File: src/inc/tat_pkg.sv
// Purpose: Constants shared by the tilt/accel/temp output block
// Assumes: Request word carries read/write in bit 15 and the address in bits 14:8
// Notes: Register offsets are byte addresses of 16-bit words
package tat_pkg;
   // ------------------------------------------------------------
   // Register map
   // ------------------------------------------------------------
   localparam logic [6:0] OFS_X_ACCEL = 7'h04;
   localparam logic [6:0] OFS_Y_ACCEL = 7'h06;
   localparam logic [6:0] OFS_TEMP = 7'h0a;
   localparam logic [6:0] OFS_X_TILT = 7'h0c;
   localparam logic [6:0] OFS_Y_TILT = 7'h0e;
   localparam logic [6:0] OFS_ROT = 7'h10;
   // ------------------------------------------------------------
   // Slot indices in the sample store
   // ------------------------------------------------------------
   localparam int NUM_REGS = 6;
   localparam logic [2:0] IDX_X_ACCEL = 3'h0;
   localparam logic [2:0] IDX_Y_ACCEL = 3'h1;
   localparam logic [2:0] IDX_TEMP = 3'h2;
   localparam logic [2:0] IDX_X_TILT = 3'h3;
   localparam logic [2:0] IDX_Y_TILT = 3'h4;
   localparam logic [2:0] IDX_ROT = 3'h5;
   // ------------------------------------------------------------
   // Field layout
   // ------------------------------------------------------------
   localparam int DATA_W = 14;
   localparam int TEMP_W = 12;
   localparam int WORD_W = 16;
   localparam int POS_NEW_DATA = 15;
   localparam int POS_ERR_ALARM = 14;
   localparam int POS_RW = 15;
   localparam int POS_ADDR_LO = 8;
   localparam logic [15:0] DIAG_CLEAR = 16'h0000;
   localparam logic [15:0] WORD_RESET = 16'h0000;
   localparam logic [11:0] TEMP_25C = 12'h4fe;
   localparam logic [4:0] BITS_PER_FRAME = 5'h10;
   localparam logic [NUM_REGS-1:0] NEW_DATA_RESET = '0;
endpackage : tat_pkg

File: src/design/tat_store.sv
// Purpose: Holds the latest sample of every output register
// Assumes: All slots are written together by one sample update
// Notes: Read data come out of a register, one cycle after the request
`timescale 1ns/1ps
module tat_store
   import tat_pkg::*;
(
   // Clock and reset
   input wire logic clk,
   input wire logic rst_n,
   // Sample update
   input wire logic wr_en,
   input wire logic [NUM_REGS-1:0][DATA_W-1:0] wr_data,
   // Read port
   input wire logic [2:0] rd_idx,
   output logic [DATA_W-1:0] rd_data
);
   typedef struct packed {
      logic [NUM_REGS-1:0][DATA_W-1:0] words;
      logic [DATA_W-1:0] rd;
   } tat_store_t;

   tat_store_t st_q;
   tat_store_t st_d;

   always_comb begin
      st_d = st_q;
      // Whole set written at once, so a read never mixes samples
      if (wr_en) begin
         st_d.words = wr_data;
      end
      st_d.rd = (rd_idx < 3'(NUM_REGS)) ? st_q.words[rd_idx] : '0;
   end

   always_ff @(posedge clk) begin
      if (!rst_n) begin
         st_q <= '0;
      end else begin
         st_q <= st_d;
      end
   end

   assign rd_data = st_q.rd;
endmodule : tat_store

File: src/design/tat_top.sv
// Purpose: Serial readout of acceleration, tilt, rotation and temperature words
// Assumes: Host is bus master in clock-idle-high mode, samples on rising sclk
// Notes: Serial pins are sampled by clk; sclk must stay well below clk/6
`timescale 1ns/1ps
module tat_top
   import tat_pkg::*;
(
   // Clock and reset
   input wire logic clk,
   input wire logic rst_n,
   // Serial pins from host
   input wire logic sclk,
   input wire logic cs_n,
   input wire logic din,
   // Serial data to host
   output logic dout_o,
   output logic dout_oe,
   // Sample source
   input wire logic sample_valid,
   input wire logic [DATA_W-1:0] x_accel_in,
   input wire logic [DATA_W-1:0] y_accel_in,
   input wire logic [TEMP_W-1:0] temp_in,
   input wire logic [DATA_W-1:0] x_tilt_in,
   input wire logic [DATA_W-1:0] y_tilt_in,
   input wire logic [DATA_W-1:0] rot_in,
   input wire logic [15:0] diag_status,
   // New-data flags of all registers, cleared by a read except the temperature flag
   output logic [NUM_REGS-1:0] new_data_flag
);
   typedef struct packed {
      logic [2:0] sclk_s;
      logic [2:0] cs_s;
      logic [2:0] din_s;
      logic sclk_f;
      logic cs_f;
      logic [4:0] bit_cnt;
      logic [WORD_W-1:0] rx;
      logic [WORD_W-1:0] tx;
      logic [WORD_W-1:0] next_word;
      logic arm;
      logic pend;
      logic pend_go;
      logic [2:0] pend_idx;
      logic pend_hit;
      logic [NUM_REGS-1:0] nd;
      logic dout;
      logic oe;
   } tat_state_t;

   localparam tat_state_t ST_RESET = '{
      sclk_s: 3'h7, cs_s: 3'h7, din_s: 3'h0, sclk_f: 1'b1, cs_f: 1'b1,
      bit_cnt: 5'h00, rx: WORD_RESET, tx: WORD_RESET, next_word: WORD_RESET,
      arm: 1'b0, pend: 1'b0, pend_go: 1'b0, pend_idx: 3'h0, pend_hit: 1'b0,
      nd: NEW_DATA_RESET, dout: 1'b0, oe: 1'b0};

   tat_state_t st_q;
   tat_state_t st_d;
   logic [DATA_W-1:0] rd_data;
   logic [NUM_REGS-1:0][DATA_W-1:0] wr_data;

   // ------------------------------------------------------------
   // Sample store
   // ------------------------------------------------------------
   always_comb begin
      wr_data = '0;
      wr_data[IDX_X_ACCEL] = x_accel_in;
      wr_data[IDX_Y_ACCEL] = y_accel_in;
      wr_data[IDX_TEMP] = {{(DATA_W-TEMP_W){1'b0}}, temp_in};
      wr_data[IDX_X_TILT] = x_tilt_in;
      wr_data[IDX_Y_TILT] = y_tilt_in;
      wr_data[IDX_ROT] = rot_in;
   end

   tat_store u_store (
      .clk(clk),
      .rst_n(rst_n),
      .wr_en(sample_valid),
      .wr_data(wr_data),
      .rd_idx(st_q.pend_idx),
      .rd_data(rd_data)
   );

   // ------------------------------------------------------------
   // Address decode
   // ------------------------------------------------------------
   function automatic logic [3:0] decode(input logic [6:0] addr);
      logic [3:0] r;
      r = 4'h0;
      unique case (addr)
         OFS_X_ACCEL: r = {1'b1, IDX_X_ACCEL};
         OFS_Y_ACCEL: r = {1'b1, IDX_Y_ACCEL};
         OFS_TEMP: r = {1'b1, IDX_TEMP};
         OFS_X_TILT: r = {1'b1, IDX_X_TILT};
         OFS_Y_TILT: r = {1'b1, IDX_Y_TILT};
         OFS_ROT: r = {1'b1, IDX_ROT};
         default: r = 4'h0;
      endcase
      return r;
   endfunction : decode

   // ------------------------------------------------------------
   // Serial engine
   // ------------------------------------------------------------
   always_comb begin
      logic sclk_rise;
      logic sclk_fall;
      logic cs_fall;
      logic cs_rise;
      logic [WORD_W-1:0] req;
      logic [3:0] dec;
      logic [NUM_REGS-1:0] nd_clr;
      sclk_rise = 1'b0;
      sclk_fall = 1'b0;
      cs_fall = 1'b0;
      cs_rise = 1'b0;
      req = '0;
      dec = 4'h0;
      nd_clr = '0;
      st_d = st_q;
      // Three stages; only stages two and three are compared
      st_d.sclk_s = {st_q.sclk_s[1:0], sclk};
      st_d.cs_s = {st_q.cs_s[1:0], cs_n};
      st_d.din_s = {st_q.din_s[1:0], din};
      if (st_q.sclk_s[1] == st_q.sclk_s[2]) begin
         st_d.sclk_f = st_q.sclk_s[2];
      end
      if (st_q.cs_s[1] == st_q.cs_s[2]) begin
         st_d.cs_f = st_q.cs_s[2];
      end
      sclk_rise = !st_q.sclk_f && st_d.sclk_f;
      sclk_fall = st_q.sclk_f && !st_d.sclk_f;
      cs_fall = st_q.cs_f && !st_d.cs_f;
      cs_rise = !st_q.cs_f && st_d.cs_f;

      // Frame start: present latched response, only after a read request
      if (cs_fall) begin
         st_d.bit_cnt = 5'h00;
         st_d.tx = st_q.next_word;
         st_d.oe = st_q.arm;
         st_d.dout = st_q.arm ? st_q.next_word[WORD_W-1] : 1'b0;
         st_d.arm = 1'b0;
      end else if (cs_rise) begin
         st_d.oe = 1'b0;
         st_d.dout = 1'b0;
         st_d.bit_cnt = 5'h00;
      end else if (!st_q.cs_f) begin
         if (sclk_rise && st_q.bit_cnt < BITS_PER_FRAME) begin
            req = {st_q.rx[WORD_W-2:0], st_q.din_s[2]};
            st_d.rx = req;
            st_d.bit_cnt = st_q.bit_cnt + 5'h01;
            if (st_q.bit_cnt == BITS_PER_FRAME - 5'h01) begin
               if (!req[POS_RW]) begin
                  // Read request: fetch word for the next frame
                  dec = decode(req[POS_RW-1:POS_ADDR_LO]);
                  st_d.pend = 1'b1;
                  st_d.pend_idx = dec[2:0];
                  st_d.pend_hit = dec[3];
               end
               st_d.arm = 1'b0;
            end
         end
         // First falling edge keeps MSB; later ones shift
         if (sclk_fall && st_q.bit_cnt != 5'h00 && st_q.oe) begin
            st_d.tx = {st_q.tx[WORD_W-2:0], 1'b0};
            st_d.dout = st_q.tx[WORD_W-2];
         end
      end

      // Store read data lag the index by a cycle, so take them one cycle later
      st_d.pend_go = st_q.pend && !st_q.pend_go;
      if (st_q.pend_go) begin
         st_d.pend = 1'b0;
         st_d.pend_go = 1'b0;
         st_d.arm = 1'b1;
         if (!st_q.pend_hit) begin
            st_d.next_word = WORD_RESET;
         end else if (st_q.pend_idx == IDX_TEMP) begin
            st_d.next_word = {4'h0, rd_data[TEMP_W-1:0]};
         end else begin
            // Word latched whole, later samples cannot tear it
            st_d.next_word = {st_q.nd[st_q.pend_idx],
               diag_status != DIAG_CLEAR,
               rd_data};
            nd_clr[st_q.pend_idx] = 1'b1;
         end
      end

      // Set wins over clear so an update during a read is not lost
      for (int i = 0; i < NUM_REGS; i++) begin
         if (sample_valid) begin
            st_d.nd[i] = 1'b1;
         end else if (nd_clr[i]) begin
            st_d.nd[i] = 1'b0;
         end
      end
   end

   always_ff @(posedge clk) begin
      if (!rst_n) begin
         st_q <= ST_RESET;
      end else begin
         st_q <= st_d;
      end
   end

   assign dout_o = st_q.dout;
   assign dout_oe = st_q.oe;
   assign new_data_flag = st_q.nd;
endmodule : tat_top

File: config.mk
export PLATFORM = sky130hd
export DESIGN_NAME = tat_top
export DESIGN_NICKNAME = d
export VERILOG_FILES = /design/src/inc/tat_pkg.sv /design/src/design/tat_store.sv /design/src/design/tat_top.sv
export SDC_FILE = /design/constraint.sdc
export NUM_CORES = 1
export LEC_CHECK = 0
export ABC_AREA = 1
export BUFFER_PORTS_ARGS = -buffer_cell sky130_fd_sc_hd__buf_2
export CORE_MARGIN = 5
export CORE_UTILIZATION = 55
export DETAILED_ROUTE_END_ITERATION = 16
export PLACE_DENSITY = 0.77
export SYNTH_ARGS = -nofsm -noshare
export SYNTH_HDL_FRONTEND = slang
export SYNTH_HIERARCHICAL = 1
export SYNTH_SLANG_ARGS = --single-unit
File: constraint.sdc
create_clock -name clk -period 2.35 [get_ports clk]
set_clock_uncertainty 0.1 [all_clocks]
set_input_delay 0.1175 -clock clk [delete_from_list [all_inputs] [get_ports clk]]
set_output_delay 0.1175 -clock clk [all_outputs]
set_load 0.01 [all_outputs]
==> results.json <==
{
  "outcome": "finished, final reports clean",
  "fin_setup_tns_ps": 0,
  "first_global_vias": 6834,
  "wl_microns": 19300,
  "maxCapViolations": 0,
  "post-route-worst-setup-slack_ps": 227,
  "reg2reg_depth": 13,
  "final-hold-violation-count": 0,
  "async_flop_share_pct": 0,
  "ys_seq_area_share_pct": 46.9,
  "worstPathMaxFanout": 1,
  "avgRoutedWirePerCell_microns": 14.6,
  "final_max_slew_violation_count": 0,
  "placedInstanceArea_sq_um": 7850,
  "grt-ovfl-total": 0,
  "floorplan.core_area_sq_um": 13300,
  "hold_path_class": "input pin to flip-flop",
  "reg2reg_setup_slack_ps": 410,
  "post_synth.cell_area_avg_sq_um": 7.66,
  "placement.io_buffers": 111,
  "yosys.cell_count.top_type": "sky130_fd_sc_hd__dfxtp_1",
  "worstReg2RegEnd": "st_q[9]",
  "setup.worst_path.class": "input pin to flip-flop",
  "layout-drive-gt1-share_pct": 15.8,
  "ys_top_cells_by_count": "sky130_fd_sc_hd__dfxtp_1, sky130_fd_sc_hd__nand2_1, sky130_fd_sc_hd__a21oi_1",
  "post-place-ws_ps": 449,
  "initialDrtViolationCount": 541,
  "cp_data_arrival_time_ps": 2340,
  "fin_util_pct": 70.5,
  "cts_num_sinks": 175,
  "synthDistinctLibCells": 37,
  "number_of_antenna_violations_at_the_first_check_in_global_routing": 1,
  "post-dp-hpwl_microns": 11800,
  "ir_worst_vdd_mv": 0.573,
  "grt_setup_unrepaired": "no",
  "cts.clk_slew.worst_paths_ps": 60,
  "timing_startpoint_of_the_critical_path": "diag_status[13]",
  "post_synth_main_area_contributors": "sky130_fd_sc_hd__dfxtp_1, sky130_fd_sc_hd__a21oi_1, sky130_fd_sc_hd__nand2_1",
  "synth-seq-cells": 175,
  "period_utilisation_layout_pct": 90.3,
  "ctsLongestPathBuffers": 2,
  "required_ps": 2570,
  "gp_routability_congestion": 0.781,
  "place_inst": 1196,
  "global_route.usage.total_pct": 24.7,
  "numCtsBuffers": 17,
  "yosys_warnings": 6,
  "first_pass_grt_wire_length_microns": 32100,
  "chipWidth_microns": 126,
  "placementRows": 42,
  "netlist_instances": 974,
  "instances_no_fill": 1321,
  "start_util_pct": 56.1,
  "finish.instance_area_sq_um": 9370,
  "critical_path.startpoint_type": "input pin",
  "critPathCaptureType": "flip-flop",
  "regToRegStartpoint": "st_q[68]",
  "leakage_nw": 4.06,
  "crit_end": "st_q[29]",
  "post_drt_via_cell_ratio": 5.22,
  "mappedNetlistArea_sq_um": 7460,
  "synth_area_leader_cell": "sky130_fd_sc_hd__dfxtp_1",
  "chipHeight_microns": 126,
  "drt_drc_violations_left": 0,
  "nNetsFinal": 1240,
  "synth_top_area_share_pct": 46.9,
  "clock-root-buffer": "sky130_fd_sc_hd__clkbuf_16",
  "grt_start_max_net_pins": 124,
  "drtAntennaViolNets": 0,
  "post_synth_edffs": 0,
  "h-tree-depth": 4,
  "fmax_ghz": 0.471,
  "cts_tree": "done",
  "via_count": 6891,
  "finalWorstPathRequiredPeriod_ps": 2120,
  "clkLatencyLatePin_ps": 430,
  "drt_pass1_iterations": 5,
  "max_slew_margin_pct": 54.8,
  "area_delta_synth_final_pct": 25.6,
  "fp.dieArea_sq_um": 16000,
  "max_slew.worst_pin.slew_ps": 677,
  "setup_violations": 0,
  "top_level_ports": 112,
  "pwr_cell_area_nw_per_um2": 703,
  "postcts_resize_cnt": 0,
  "synth_flop_cell": "sky130_fd_sc_hd__dfxtp_1"
}
## cells by family after synthesis
kind of cell | count (synthesis) | synth area share, %
DFF | 175 | 46.9
buffers and inverters | 190 | 12.6
muxes | 14 | 1.88
adders and majority gates | 6 | 1.01
other | 1 | 0.0503
AOI/OAI and AO/OA | 269 | 19.4
and+or+nand+nor | 319 | 18.1
## per-stage QoR
stage | power (mW) | hold slack [ps]
CTS | 6.62 | 14.7
global placement | 3.63 | 205
finish | 6.59 | 14.5
detailed placement | 3.64 | 212
floorplan | 3.49 | 115
global route | 6.85 | 29.3
## what timing repair did
action                                 CTS  global route
hold buffers                            91             0
endpoints found under the hold margin   86             0
buffers inserted                         0             0
## per-layer routing
| layer | global-route usage, % | part of all wire (%) |
|---|---|---|
| met1 | 29.9 | 42 |
| met2 | 41.8 | 50 |
| met3 | 5.17 | 4.6 |
| met4 | 11.8 | 3.6 |
| met5 | 0 | 0 |
## final cells by class
cell class / count / area, sq um
fill: 1044 / 3930
sequential: 175 / 3500
multi-input combinational: 610 / 3020
timing repair buffer: 213 / 1580
inverter: 113 / 432
clock buffer: 17 / 425
tap: 176 / 220
clock inverter: 15 / 183
antenna: 2 / 5.00
## how the worst min path moves through the flow
stage / from / end / slack [ps] / depth (start not counted)
global route: sample_valid / new_data_flag[2] / 30 / 3
CTS: rst_n / new_data_flag[2] / 10 / 3
global placement: sclk / st_d[77] / 200 / 2
floorplan: din / st_d[71] / 120 / 2
finish: rst_n / new_data_flag[2] / 10 / 3
detailed placement: sclk / st_d[77] / 210 / 2
## power breakdown
| group | switching (mW) | leakage (nW) | internal, mW | total (mW) |
|---|---|---|---|---|
| combinational | 0.304 | 2.33 | 0.271 | 0.575 |
| clock | 1.19 | 0.292 | 1.68 | 2.88 |
| sequential | 0.0431 | 1.44 | 3.09 | 3.13 |
| total | 1.54 | 4.06 | 5.05 | 6.59 |
## cell usage in the layout (no fill, tap or decap), drive strengths merged, types with 2 or more instances in the layout
master and n:
a21oi 124, nor4 4, mux2i 14, diode 2, clkbuf 17, clkinv 5, clkinvlp 3, nor2 88
dfxtp 175, buf 122, conb 2, nand3 60, o211ai 15, inv 117, or2 5, dlygate4sd3 91
bufinv 3, o21ai 114, nand2 156, a22o 14, nor3 4, ha 6
## worst max-delay path: stages
cell,delay (ps)
sky130_fd_sc_hd__dlygate4sd3_1,530
sky130_fd_sc_hd__buf_2,120
sky130_fd_sc_hd__nor4_1,160
sky130_fd_sc_hd__dlygate4sd3_1,590
sky130_fd_sc_hd__nand2_1,40
sky130_fd_sc_hd__dlygate4sd3_1,550
sky130_fd_sc_hd__o21ai_0,180
sky130_fd_sc_hd__nand2_1,60
## registers in the layout, summed over array words and instances (netlist names)
register and flops:
new_data_flag 6, st_d 6, st_q 63, dout_o 1, u_store/st_q 84, dout_oe 1
u_store/rd_data 14
No activity file was read; power rests on OpenSTA's default activity.
